## src/hw/lpss_consts.svh

```systemverilog
// Timing counts and mode encodings for the low-power standby/halt sequencer
`ifndef LPSS_CONSTS_SVH
`define LPSS_CONSTS_SVH

`define LPSS_MODE_STANDBY   2'h1
`define LPSS_MODE_IDLE      2'h0
`define LPSS_DRAIN_SHORT    7'h20
`define LPSS_DRAIN_LONG     7'h40
`define LPSS_XCLK_CYCLES    7'h20
`define LPSS_QUAL_BASE      7'h02
`define LPSS_QUAL_PLAIN     7'h03
`define LPSS_RESUME_CYCLES  7'h04
`define LPSS_LOCK_CYCLES    131072
`define LPSS_STBY_WAKE_MAX  100
`define LPSS_HALT_WAKE_MAX  35

`endif

```

## src/hw/lpss_pkg.sv

```systemverilog
// Types shared by the low-power standby/halt sequencer
package lpss_pkg;
    typedef enum logic [2:0] {
        LPSS_RUN,
        LPSS_DRAIN,
        LPSS_STANDBY,
        LPSS_HALT,
        LPSS_OSC_WAIT,
        LPSS_LOCK,
        LPSS_RESUME
    } lpss_state_t;
endpackage

```

## src/hw/lpss_sequencer.sv

```systemverilog
// Low-power standby/halt entry and wake sequencer
// Summary of operation
// - IDLE with standby selected starts standby entry
// - Drain system clock 32 or 64 cycles
// - Standby gates peripheral clocks, keeps PLL running
// - External clock low 32 to 45 cycles
// - Standby wake needs 2 plus count cycles
// - Standby wake to resume within 100 cycles
// - Latency measured to instruction after IDLE
// - Resume, with wake interrupt request in the same cycle if enabled
// - IDLE with halt selected stops core clock
// - Halt stops peripheral clocks and PLL too
// - Halt stops oscillator when crystal source used
// - Halt wake pin falling edge restarts oscillator
// - Wait 131072 oscillator cycles for PLL lock
// - Lock to resume within 35 cycles
// - After lock re-enable clocks; halt is left at the wake, before lock
`include "lpss_consts.svh"
`timescale 1ns/10ps
`default_nettype none

module lpss_sequencer #(
    parameter int LOCK_CYCLES = `LPSS_LOCK_CYCLES,
    parameter int QUAL_W      = 6
) (
    input  wire logic              clock_i,
    input  wire logic              resetn_i,
    input  wire logic              idle_exec_i,
    input  wire logic [1:0]        low_power_ctrl_word_i,
    input  wire logic              input_clock_halving_i,
    input  wire logic [QUAL_W-1:0] standby_wake_qual_count_i,
    input  wire logic              standby_qual_en_i,
    input  wire logic              crystal_source_i,
    input  wire logic              wake_int_enable_i,
    input  wire logic              standby_wake_n_i,
    input  wire logic              halt_wake_pin_i,
    input  wire logic              external_reset_pin_n_i,
    input  wire logic              osc_stable_i,
    output logic                   system_clock_en_o,
    output logic                   core_clock_en_o,
    output logic                   periph_clock_en_o,
    output logic                   external_clock_output_en_o,
    output logic                   pll_power_en_o,
    output logic                   osc_enable_o,
    output logic                   resume_exec_o,
    output logic                   wake_isr_req_o,
    output logic                   standby_o,
    output logic                   halt_o
);
    import lpss_pkg::*;

    localparam int RES_MAX_STBY = `LPSS_STBY_WAKE_MAX;
    localparam int RES_MAX_HALT = `LPSS_HALT_WAKE_MAX;

    lpss_state_t       state_q, state_d;
    logic [6:0]        cnt_q, cnt_d;
    logic [17:0]       lock_cnt_q, lock_cnt_d;
    logic [6:0]        qual_cnt_q, qual_cnt_d;
    logic              halt_sel_q, halving_q;
    logic [3:0]        sw_s1_q, sw_s2_q;
    logic              halt_pin_d3_q;
    logic              sys_en_q, core_en_q, periph_en_q, xclk_en_q, pll_en_q, osc_en_q;
    logic              resume_q, isr_q;
    logic              stby_q, halt_q;

    // Pin inputs pass two flops; the first stage feeds only the second
    always_ff @(posedge clock_i) begin
        if (!resetn_i) begin
            // Idle-high so no wake and no pin edge is seen just after reset
            sw_s1_q <= 4'hF;
            sw_s2_q <= 4'hF;
            halt_pin_d3_q <= 1'b1;
        end else begin
            sw_s1_q <= {osc_stable_i, external_reset_pin_n_i, halt_wake_pin_i, standby_wake_n_i};
            sw_s2_q <= sw_s1_q;
            halt_pin_d3_q <= sw_s2_q[1];
        end
    end

    // Decodes and selections
    wire        stby_wake_act = !sw_s2_q[0];
    wire        halt_pin_fall = halt_pin_d3_q && !sw_s2_q[1];
    wire        rst_pin_act   = !sw_s2_q[2];
    wire        osc_ok        = sw_s2_q[3];
    wire        lp_selected   = low_power_ctrl_word_i != `LPSS_MODE_IDLE;
    wire        idle_go       = (state_q == LPSS_RUN) && idle_exec_i && lp_selected;
    wire [6:0]  drain_len     = halving_q ? `LPSS_DRAIN_LONG : `LPSS_DRAIN_SHORT;
    wire        drain_done    = (state_q == LPSS_DRAIN) && (cnt_q == drain_len - 7'h01);
    wire [6:0]  qual_thr      = standby_qual_en_i
                                ? (`LPSS_QUAL_BASE + 7'(standby_wake_qual_count_i))
                                : `LPSS_QUAL_PLAIN;
    wire        qual_hit      = qual_cnt_q >= qual_thr;
    wire        halt_wake     = halt_pin_fall || rst_pin_act;
    wire        lock_done     = (state_q == LPSS_LOCK) && (lock_cnt_q == 18'h00000);
    wire        resume_go     = (state_q == LPSS_RESUME) && (cnt_q == `LPSS_RESUME_CYCLES - 7'h01);
    wire        clk_run_d     = (state_d == LPSS_RUN) || (state_d == LPSS_DRAIN) || (state_d == LPSS_RESUME);
    wire        pll_off_d     = (state_d == LPSS_HALT) || (state_d == LPSS_OSC_WAIT);

    // Sequencing; halt wake restarts the oscillator before any lock count runs
    always_comb begin
        state_d = state_q;
        case (state_q)
            LPSS_RUN: begin
                if (idle_go) state_d = LPSS_DRAIN;
            end
            LPSS_DRAIN: begin
                if (drain_done) state_d = halt_sel_q ? LPSS_HALT : LPSS_STANDBY;
            end
            LPSS_STANDBY: begin
                if (qual_hit) state_d = LPSS_RESUME;
            end
            LPSS_HALT: begin
                if (halt_wake) state_d = LPSS_OSC_WAIT;
            end
            LPSS_OSC_WAIT: begin
                if (osc_ok) state_d = LPSS_LOCK;
            end
            LPSS_LOCK: begin
                if (lock_done) state_d = LPSS_RESUME;
            end
            LPSS_RESUME: begin
                if (resume_go) state_d = LPSS_RUN;
            end
            default: state_d = LPSS_RUN;
        endcase
    end

    // Counters: step count restarts on every state change
    assign cnt_d      = (state_d != state_q) ? 7'h00 : cnt_q + 7'h01;
    assign lock_cnt_d = (state_d == LPSS_LOCK && state_q != LPSS_LOCK) ? 18'(LOCK_CYCLES - 1)
                        : (state_q == LPSS_LOCK) ? lock_cnt_q - 18'h00001 : lock_cnt_q;
    // Qualifier saturates so a long-held level cannot wrap back below threshold
    assign qual_cnt_d = (state_q != LPSS_STANDBY || !stby_wake_act) ? 7'h00
                        : (qual_cnt_q == 7'h7F) ? qual_cnt_q : qual_cnt_q + 7'h01;

    always_ff @(posedge clock_i) begin
        if (!resetn_i) begin
            state_q    <= LPSS_RUN;
            cnt_q      <= 7'h00;
            lock_cnt_q <= 18'h00000;
            qual_cnt_q <= 7'h00;
        end else begin
            state_q    <= state_d;
            cnt_q      <= cnt_d;
            lock_cnt_q <= lock_cnt_d;
            qual_cnt_q <= qual_cnt_d;
        end
    end

    // Mode and drain length are captured at IDLE so later changes cannot upset entry
    always_ff @(posedge clock_i) begin
        if (!resetn_i) begin
            halt_sel_q <= 1'b0;
            halving_q  <= 1'b0;
        end else if (idle_go) begin
            halt_sel_q <= low_power_ctrl_word_i != `LPSS_MODE_STANDBY;
            halving_q  <= input_clock_halving_i;
        end
    end

    // Clock and power controls, all registered from the next state
    always_ff @(posedge clock_i) begin
        if (!resetn_i) begin
            sys_en_q    <= 1'b1;
            core_en_q   <= 1'b1;
            periph_en_q <= 1'b1;
            xclk_en_q   <= 1'b1;
            pll_en_q    <= 1'b1;
            osc_en_q    <= 1'b1;
            resume_q    <= 1'b0;
            isr_q       <= 1'b0;
            stby_q      <= 1'b0;
            halt_q      <= 1'b0;
        end else begin
            sys_en_q    <= clk_run_d;
            core_en_q   <= clk_run_d;
            periph_en_q <= clk_run_d;
            xclk_en_q   <= (state_d == LPSS_DRAIN) ? (cnt_d < `LPSS_XCLK_CYCLES) : clk_run_d;
            pll_en_q    <= !pll_off_d;
            osc_en_q    <= !(state_d == LPSS_HALT && crystal_source_i);
            resume_q    <= resume_go;
            isr_q       <= resume_go && wake_int_enable_i;
            stby_q      <= state_d == LPSS_STANDBY;
            halt_q      <= state_d == LPSS_HALT;
        end
    end

    assign system_clock_en_o          = sys_en_q;
    assign core_clock_en_o            = core_en_q;
    assign periph_clock_en_o          = periph_en_q;
    assign external_clock_output_en_o = xclk_en_q;
    assign pll_power_en_o             = pll_en_q;
    assign osc_enable_o               = osc_en_q;
    assign resume_exec_o              = resume_q;
    assign wake_isr_req_o             = isr_q;
    assign standby_o                  = stby_q;
    assign halt_o                     = halt_q;
endmodule

`default_nettype wire

```

## config.mk

```make
export PLATFORM = sky130hd
export DESIGN_NAME = lpss_sequencer
export DESIGN_NICKNAME = d
export VERILOG_FILES = /design/src/hw/lpss_pkg.sv /design/src/hw/lpss_sequencer.sv
export VERILOG_INCLUDE_DIRS = /design/src /design/src/hw
export SDC_FILE = /design/constraint.sdc
export NUM_CORES = 1
export LEC_CHECK = 0
export BUFFER_PORTS_ARGS = -buffer_cell sky130_fd_sc_hd__buf_2
export CELL_PAD_IN_SITES_DETAIL_PLACEMENT = 1
export CELL_PAD_IN_SITES_GLOBAL_PLACEMENT = 2
export CORE_UTILIZATION = 36
export CTS_CLUSTER_DIAMETER = 150
export CTS_CLUSTER_SIZE = 40
export DETAILED_ROUTE_END_ITERATION = 12
export PLACE_DENSITY_LB_ADDON = 0.1
export SYNTH_ARGS = -nofsm -noshare
export SYNTH_HDL_FRONTEND = slang
export SYNTH_SLANG_ARGS = --single-unit
```

## constraint.sdc

```tcl
create_clock -name clock_i -period 3.1 [get_ports clock_i]
set_input_delay 0.31 -clock clock_i [delete_from_list [all_inputs] [get_ports clock_i]]
set_output_delay 0.31 -clock clock_i [all_outputs]
set_load 0.01 [all_outputs]
```

==> metrics, run 1 <==
outcome finished, final reports clean; Die Ht 87.5 um; worst min path class primary input to flip-flop; final slew viol count 0; largest net degree at the start of global routing 18; cell family with most CP delay simple AND/OR/NAND/NOR gates; antenna violations before repair 0; post-CTS setup buffers 0; Worst-path clk slew ~0.10 ns; multi-input combinational cell area 0.00144 mm2; # H-tree levels 2; main flop type after synthesis dfxtp_1; worst slew pin tran roughly 0.63 ns; CP cell instances or4_4, or4_4, o21ai_4, nand4_4, xnor2_2, o211ai_4, o21a_1; number of flops mapped to enable cells by yosys 0; max_cap viols 0; routed len/inst roughly 14 um; first-pass GRT wire length 10100 um; RSZ-0062 raised after global routing no; Final Skew 0.00936 ns; via count about 2.2k; Seq/Total Area, Yosys 0.411; Antenna Violating Nets Remaining 0; endpoint class of the critical path flip-flop; Crit Path Category flip-flop to flip-flop; final cell count without fillers a little over 400; DRC Markers 0; endpoints failing hold 0; hold_ws roughly 0.14 ns; CTS Hold Buffers Added 0; Synthesized Nets 320; # diodes 0; GRT Util Overall 0.171; R2R Path End external_clock_output_en_o$_SDFF_PN1_; Yosys cell types a little under 60; Die Span X just under 90 um; flop-to-flop setup slack just under 0.5 ns; Worst Path Buf+Inv 0; TritonRoute pass-1 iters 4; vias in the first global route 2095; fin crit share 0.841; CTS tree done; nets approximately 350; post-synthesis register bit count between 50 and 60; Cell Area, Synth between 0.002 and 0.003 mm2; Worst path most repeated cell or4_4; CP max stage delay approximately 0.6 ns; slowest CP cell or4_4; clk_lat worst skew between 0.3 and 0.4 ns; FF+latch area between 0.001 and 0.0015 mm2; most common cell after layout, fill and taps aside dfxtp_1; Static Leak 1.12 nW; Starting DRT DRC Count 77; Post-Syn Area per Cell 9.07 um2; WP data arrival 2.82 ns; Hold Startpoint crystal_source_i; reg2reg start lock_cnt_q[6]$_SDFFE_PN0P_; cell total after placement slightly above 400; Hold EP osc_enable_o$_SDFF_PN1_; worst hold path depth 2; area grow syn2layout 11.5%; Rel. slew slack 0.577; Post-Place Setup Slack roughly 0.36 ns; commonest non-fill, non-tap cells in the layout 54 x dfxtp_1, 41 x nor2_1, 28 x buf_2; Worst EP required between 3 and 4 ns; initial core utilization 0.379; CTS sink count 54; final worst setup slack slightly below 0.5 ns; Max VDD drop ~0.00022 V; Via density 5.26; CTS max path bufs 2; crit start category flip-flop; Worst R2R Path Depth 7; layout cells sized above 1 0.180; Yosys Warn Count 0; Routed Wire Length around 6000 um; core footprint about 0.007 mm2; CP Depth 7; Num CTS Buffers 5; row count 30; die area approximately 0.0077 mm2; TNS Setup 0 ns; asr flop ratio synth 0; # setup viols final 0; Crit Path Max Fanout 8; routability cong. 0.731; GR Overflow Total 0; Top Ports 29; fill cell count between 800 and 900; PD cells 428 mW/mm2; Final min period around 2.6 ns; PortBufs 28; Highest Clock Rate 0.384 GHz; Cells after Synth between 200 and 300; post_cts resized 0; DP HPWL around 4500 um; CTS root buf clkbuf_8
## Yosys cell counts (3+ instances only)
cell      number  area share
xnor2_1        7       0.023
nand3_1       15       0.029
and3_1         3      0.0071
a21oi_1        7       0.013
ha_1          11       0.052
nand2b_1      13       0.031
or2_2          3      0.0071
a311oi_1       3       0.010
buf_6          4       0.017
inv_1          8       0.011
clkbuf_1       5      0.0071
a211oi_1      10       0.029
o21a_1         3      0.0086
nor4_1         5       0.012
o211ai_1       3      0.0086
nor2_1        41       0.058
or3_1          4      0.0095
nand4b_1       3       0.010
o21ai_0        3      0.0057
a31oi_1        3      0.0071
nand2_1       18       0.026
dfxtp_1       54        0.41
nor3_1        15       0.029
xor2_1         7       0.023
and4_1         3       0.010
## worst max-delay path by stage
stage / from / endpoint / slack, ns
2_1_floorplan: lock_cnt_q[6]$_SDFFE_PN0P_ / external_clock_output_en_o$_SDFF_PN1_ / 0.67
5_1_grt: cnt_q[0]$_SDFF_PP0_ / lock_cnt_q[13]$_SDFFE_PN0P_ / 0.30
3_5_place_dp: standby_wake_qual_count_i[1] / lock_cnt_q[13]$_SDFFE_PN0P_ / 0.36
6_report: lock_cnt_q[6]$_SDFFE_PN0P_ / external_clock_output_en_o$_SDFF_PN1_ / 0.49
4_1_cts: lock_cnt_q[6]$_SDFFE_PN0P_ / external_clock_output_en_o$_SDFF_PN1_ / 0.48
3_3_place_gp: standby_wake_qual_count_i[1] / lock_cnt_q[11]$_SDFFE_PN0P_ / 0.47
## per-stage QoR
stage               power, mW   util  cell area [um2]
floorplan               0.795      -             2630
global placement        0.824  0.407             2830
detailed placement      0.826  0.407             2830
CTS                      1.28  0.422             2930
global route             1.31  0.422             2930
finish                   1.25  0.422             2930
## cell type report
class | instances | area share
multi-input combinational | 217 | 0.491
clock inverter | 1 | 0.00299
inverter | 8 | 0.0102
tap | 96 | 0.0410
sequential | 54 | 0.369
clock buffer | 7 | 0.0328
timing repair buffer | 30 | 0.0529
## metal layers
layer	wire [um]	track usage
met5	0	0
met4	87	0.0626
met3	143	0.0313
met2	2650	0.269
met1	3070	0.233
## logic make-up (layout without fill, tap and decap cells)
family	Yosys count	count (layout)	synth area share
xor gates and xnor gates	15	15	0.0528
and+or+nand+nor	140	140	0.286
buffers and inverters	19	46	0.0414
adders and majority gates	11	11	0.0523
AOI/OAI and AO/OA	49	49	0.148
muxes	2	2	0.00808
DFF	54	54	0.411
## where the power goes
part           switching, mW  internal [mW]  total [mW]
clock network          0.240          0.205       0.445
logic                 0.0520         0.0422      0.0942
registers             0.0101          0.705       0.715
total                  0.302          0.952        1.25
## state kept, by name (all words and copies together) (netlist names)
| name | flops |
|---|---|
| lock_cnt_q | 18 |
| cnt_q | 7 |
| qual_cnt_q | 7 |
| sw_s1_q | 4 |
| sw_s2_q | 4 |
| state_q | 3 |
| external_clock_output_en_o | 1 |
| halt_o | 1 |
| halt_pin_d3_q | 1 |
| halt_sel_q | 1 |
| halving_q | 1 |
| osc_enable_o | 1 |
| periph_clock_en_o | 1 |
| pll_power_en_o | 1 |
| resume_exec_o | 1 |
| standby_o | 1 |
| wake_isr_req_o | 1 |
No activity file was read; power rests on OpenSTA's default activity.
==> inputs of run 2 (changes only) <==
==> constraint.sdc (replaced) <==
create_clock -name clock_i -period 2.7 [get_ports clock_i]
set_input_delay 0.27 -clock clock_i [delete_from_list [all_inputs] [get_ports clock_i]]
set_output_delay 0.27 -clock clock_i [all_outputs]
set_load 0.01 [all_outputs]
==> metrics, run 2 (same netlist as run 1, synthesis figures left out) <==
Die Span X 87.5 um (unchanged); via count 2204 (was 2174); Crit Path Category flip-flop to flip-flop (unchanged); commonest non-fill, non-tap cells in the layout 54 x dfxtp_1, 41 x nor2_1, 28 x buf_2 (unchanged); CTS sink count 54 (unchanged); Final Skew 0.0131 ns (was 0.00936 ns); Via density 5.21 (was 5.26); Static Leak 1.17 nW (was 1.12 nW); endpoint class of the critical path flip-flop (unchanged); TritonRoute pass-1 iters 4 (unchanged); routability cong. 0.777 (was 0.731); Reg with most FFs lock_cnt_q (unchanged); worst slew pin tran 0.625 ns (was 0.634 ns); core footprint 0.00694 mm2 (unchanged); final slew viol count 0 (unchanged); post-layout util 0.433 (was 0.422); worst min path class primary input to flip-flop (unchanged); Worst-path clk slew 0.10 ns (about the same); GR Overflow Total 0 (unchanged); flop-to-flop setup slack 0.16 ns (was 0.49 ns); # setup viols final 0 (unchanged); Rel. slew slack 0.580 (was 0.577); Highest Clock Rate 0.393 GHz (was 0.384 GHz); Crit Path Max Fanout 9 (was 8); Routed Wire Length 5950 um (was 5940 um); DP HPWL 4660 um (was 4490 um); outcome finished, final reports clean (unchanged); DRC Markers 0 (unchanged); # diodes 0 (unchanged); # H-tree levels 2 (unchanged); Starting DRT DRC Count 82 (was 77); layout cells sized above 1 0.208 (was 0.180); CTS max path bufs 2 (unchanged); total chip power 1.41 mW (was 1.25 mW); WP data arrival 2.77 ns (was 2.82 ns); most common cell after layout, fill and taps aside dfxtp_1 (unchanged); initial core utilization 0.379 (unchanged); Num CTS Buffers 5 (unchanged); Max VDD drop 0.000191 V (was 0.000221 V); hold_ws 0.103 ns (was 0.144 ns); Top Ports 29 (unchanged); final cell count without fillers 423 (was 413); TNS Setup 0 ns (unchanged); Largest regs lock_cnt_q: 18 flops, cnt_q: 7 flops, qual_cnt_q: 7 flops (unchanged); Final min period 2.54 ns (was 2.61 ns); max_cap viols 0 (unchanged); Antenna Violating Nets Remaining 0 (unchanged); routed len/inst 14.1 um (was 14.4 um); PortBufs 28 (unchanged); vias in the first global route 2148 (was 2095); die area 0.00766 mm2 (unchanged); PD cells 469 mW/mm2 (was 428 mW/mm2); CTS tree done (unchanged); GRT Util Overall 0.174 (was 0.171); RSZ-0062 raised after global routing no (unchanged); CTS Hold Buffers Added 0 (unchanged); antenna violations before repair 0 (unchanged); Die Ht 87.5 um (unchanged); crit start category flip-flop (unchanged); clk_lat worst skew 0.31 ns (about the same); fin crit share 0.942 (was 0.841); nets 356 (was 346); max reg flops 18 (unchanged); Worst EP required 2.93 ns (was 3.32 ns); row count 30 (unchanged); fill cell count 831 (was 849); endpoints failing hold 0 (unchanged); CTS root buf clkbuf_8 (unchanged); area grow syn2layout 14.4% (was 11.5%); post_cts resized 0 (unchanged); cell total after placement 415 (was 405); first-pass GRT wire length 10300 um (was 10100 um); post-CTS setup buffers 0 (unchanged); largest net degree at the start of global routing 17 (was 18)
==> run 2: cell types whose count changed in the layout (fill, tap and decap cells not counted), sizes merged <==
| cell | previous run | this run |
|---|---|---|
| clkinvlp | 0 | 1 |
| clkbuf | 7 | 6 |
| buf | 30 | 40 |
==> run 2: path summary, 6_finish.rpt <==
path	start	to	depth (start not counted)
worst max-delay path	lock_cnt_q[7]$_SDFFE_PN0P_	osc_enable_o$_SDFF_PN1_	7
worst max register to register	lock_cnt_q[7]$_SDFFE_PN0P_	osc_enable_o$_SDFF_PN1_	7
worst min-delay path	crystal_source_i	osc_enable_o$_SDFF_PN1_	2
worst min register to register	sw_s1_q[1]$_SDFF_PN1_	sw_s2_q[1]$_SDFF_PN1_	1
==> run 2: final cells by class <==
cell class              instances  area, um2  share of cell area
flip-flops and latches         54       1080               0.359
multi-input cells             217       1450               0.483
well taps                      96        120              0.0399
clock buffers                   6       82.6              0.0274
clock inverters                 2       12.5             0.00416
inverters                       8       30.0             0.00998
repair buffers                 40        230              0.0765
==> run 2: power by group <==
group          total, mW  switching (mW)  internal (mW)
combinational      0.116          0.0624         0.0532
sequential         0.819          0.0101          0.809
clock              0.476           0.269          0.207
total               1.41           0.341           1.07
==> run 2: through the flow <==
stage | area, um2 | setup WS (ns)
after floorplan | 2630 | 0.271
after global placement | 2900 | 0.123
after detailed placement | 2900 | 0.0558
after CTS | 3000 | 0.197
after global routing | 3010 | 0.0428
final | 3010 | 0.156
==> run 2: routing by layer <==
layer,global-route usage,share of wire
met2,0.283,0.47
met4,0.0581,0.013
met5,0,0
met1,0.231,0.50
met3,0.0322,0.024
==> run 2: worst max-delay path: stages (launching register included) <==
cell and delay [ns]:
dfxtp_1 0.36, or4_4 0.54, or4_4 0.57, nor2_1 0.25, nor3_4 0.12, nor4_1 0.39, buf_4 0.18, nand2_1 0.04
==> inputs of run 3 (changes only) <==
--- a/config.mk
+++ b/config.mk
@@ -9,7 +9,7 @@
 export BUFFER_PORTS_ARGS = -buffer_cell sky130_fd_sc_hd__buf_2
 export CELL_PAD_IN_SITES_DETAIL_PLACEMENT = 1
 export CELL_PAD_IN_SITES_GLOBAL_PLACEMENT = 2
-export CORE_UTILIZATION = 36
+export CORE_UTILIZATION = 32
 export CTS_CLUSTER_DIAMETER = 150
 export CTS_CLUSTER_SIZE = 40
 export DETAILED_ROUTE_END_ITERATION = 12
==> constraint.sdc (replaced) <==
create_clock -name clock_i -period 2.28 [get_ports clock_i]
set_input_delay 0.228 -clock clock_i [delete_from_list [all_inputs] [get_ports clock_i]]
set_output_delay 0.228 -clock clock_i [all_outputs]
set_load 0.01 [all_outputs]
==> metrics, run 3 (same netlist as run 1, synthesis figures left out) <==
Pint 1.29 mW (was 1.07 mW); CTS Hold Buffers Added 0 (unchanged); antenna violations before repair 0 (unchanged); met2 GRT Util 0.267 (was 0.283); most common cell after layout, fill and taps aside dfxtp_1 (unchanged); vias in the first global route 2347 (was 2148); final worst setup slack -0.0952 ns (was 0.156 ns); Top Ports 29 (unchanged); Via density 5.07 (was 5.21); Die Span X 92.7 um (was 87.5 um); # setup viols final 12 (was 0); DRC Markers 0 (unchanged); slowest CP cell or4_4 (unchanged); TritonRoute pass-1 iters 4 (unchanged); via count 2295 (was 2204); GRT Util Overall 0.164 (was 0.174); GR Util met1 0.223 (was 0.231); worst slew pin tran 0.615 ns (was 0.625 ns); CTS sink count 54 (unchanged); nets 380 (was 356); fin area 0.00330 mm2 (was 0.00301 mm2); endpoints failing hold 0 (unchanged); die area 0.00859 mm2 (was 0.00766 mm2); met3 GRT Util 0.0263 (was 0.0322); total chip power 1.72 mW (was 1.41 mW); Static Leak 1.31 nW (was 1.17 nW); max_cap viols 0 (unchanged); PortBufs 28 (unchanged); endpoint class of the critical path flip-flop (unchanged); CTS tree done (unchanged); Die Ht 92.7 um (was 87.5 um); placed instance area 0.00309 mm2 (was 0.00290 mm2); Worst path most repeated cell or4_4 (unchanged); CP cell instances or4_4, or4_4, o21ai_4, nand4_4, buf_4, nor3_1, o21ai_0 (was or4_4, or4_4, nor2_1, nor3_4, nor4_1, buf_4, nand2_1); clk_lat worst skew 0.31 ns (about the same); commonest non-fill, non-tap cells in the layout 52 x dfxtp_1, 35 x buf_4, 34 x nor2_1 (was 54 x dfxtp_1, 41 x nor2_1, 28 x buf_2); sequential power share 0.564 (was 0.581); crit start category flip-flop (unchanged); row count 32 (was 30); routed len/inst 14.3 um (was 14.1 um); layout cells sized above 1 0.308 (was 0.208); Crit Path Max Fanout 5 (was 9); Reg with most FFs lock_cnt_q (unchanged); hold_ws 0.0625 ns (was 0.103 ns); GR Overflow Total 0 (unchanged); Switching Fraction 0.249 (was 0.242); PD cells 521 mW/mm2 (was 469 mW/mm2); first-pass GRT wire length 11200 um (was 10300 um); CP max stage delay 0.56 ns (was 0.57 ns); clock power share 0.332 (was 0.337); outcome finished with violations (was finished, final reports clean); max reg flops 18 (unchanged); fin crit share 1.04 (was 0.942); initial core utilization 0.335 (was 0.379); Highest Clock Rate 0.421 GHz (was 0.393 GHz); Starting DRT DRC Count 49 (was 82); busiest metal layer after global routing met2 (unchanged); core footprint 0.00785 mm2 (was 0.00694 mm2); DP HPWL 4930 um (was 4660 um); # H-tree levels 2 (unchanged); Worst-path clk slew 0.10 ns (about the same); area grow syn2layout 25.4% (was 14.4%); Routed Wire Length 6460 um (was 5950 um); post-layout util 0.420 (was 0.433); Final min period 2.38 ns (was 2.54 ns); Crit Path Category flip-flop to flip-flop (unchanged); largest net degree at the start of global routing 16 (was 17); worst min path class primary input to flip-flop (unchanged); fill cell count 961 (was 831); Rel. slew slack 0.586 (was 0.580); Worst EP required 2.47 ns (was 2.93 ns); Max VDD drop 0.000202 V (was 0.000191 V); Largest regs lock_cnt_q: 18 flops, cnt_q: 7 flops, qual_cnt_q: 7 flops (unchanged); Num CTS Buffers 5 (unchanged); routability cong. 0.788 (was 0.777); share of power burned in combinational logic 0.104 (was 0.082); final slew viol count 0 (unchanged); switching power 0.428 mW (was 0.341 mW); Antenna Violating Nets Remaining 0 (unchanged); # diodes 0 (unchanged); WP data arrival 2.56 ns (was 2.77 ns); TNS Setup -0.932 ns (was 0 ns); CTS root buf clkbuf_8 (unchanged); RSZ-0062 raised after global routing yes (was no); Final Skew 0.00981 ns (was 0.0131 ns); CTS max path bufs 2 (unchanged); failing checks setup timing
[run 3: cell types whose count changed in the layout (fill, tap and decap cells not counted), sizes merged]
cell      before  now
buf           40   64
clkinvlp       1    0
clkbuf         6    7
[run 3: per-layer routing]
layer  part of all wire  vias to the layer above
li1                   -                     1165
met1               0.52                     1096
met3              0.024                        7
met4              0.012                        0
met5                  0                        -
met2               0.45                       27
[run 3: layout make-up]
cell class / instances / area (um2) / share of cell area
Multi-Input combinational cell: 217 / 1540 / 0.468
Inverter: 8 / 30.0 / 0.00910
Tap cell: 102 / 128 / 0.0387
Timing Repair Buffer: 64 / 423 / 0.128
Sequential cell: 54 / 1080 / 0.328
Clock inverter: 1 / 5.00 / 0.00152
Clock buffer: 7 / 86.3 / 0.0262
[run 3: power by group through the flow]
stage	sequential (mW)	combinational (mW)	clock, mW
after floorplan	0.987	0.0948	0
after global placement	0.991	0.162	0
after detailed placement	0.991	0.164	0
after CTS	0.970	0.174	0.596
after global routing	0.973	0.198	0.627
final	0.970	0.178	0.571
[run 3: through the flow]
stage	worst slack (ns)	std cells
after floorplan	-0.0890	290
after global placement	-0.232	443
after detailed placement	-0.330	443
after CTS	-0.114	453
after global routing	-0.205	453
final	-0.0952	453
[run 3: critical path, delay by kind of cell, from the launching register on]
| kind | cells | cell delay, ns |
|---|---|---|
| AND/OR/NAND/NOR | 4 | 1.42 |
| flip-flops | 1 | 0.33 |
| AO/OA/AOI/OAI | 2 | 0.29 |
| buffers and inverters | 1 | 0.20 |
[run 3: path summary, 6_finish.rpt]
| kind | start | end | slack [ns] | depth (start not counted) |
|---|---|---|---|---|
| worst max-delay path | lock_cnt_q[7]$_SDFFE_PN0P_ | pll_power_en_o$_SDFF_PN1_ | -0.1 | 7 |
| worst min-delay path | crystal_source_i | osc_enable_o$_SDFF_PN1_ | 0.06 | 2 |
| worst max register to register | lock_cnt_q[7]$_SDFFE_PN0P_ | pll_power_en_o$_SDFF_PN1_ | -0.1 | 7 |
| worst min register to register | sw_s1_q[2]$_SDFF_PN1_ | sw_s2_q[2]$_SDFF_PN1_ | 0.41 | 1 |
[run 3: what timing repair did]
| item | CTS | global route |
|---|---|---|
| pin swaps | 11 | 1 |
| setup buffers | 2 | 0 |
| hold endpoints to repair | 0 | 0 |
| setup endpoints to repair | 14 | 20 |
| resized for setup | 10 | 13 |
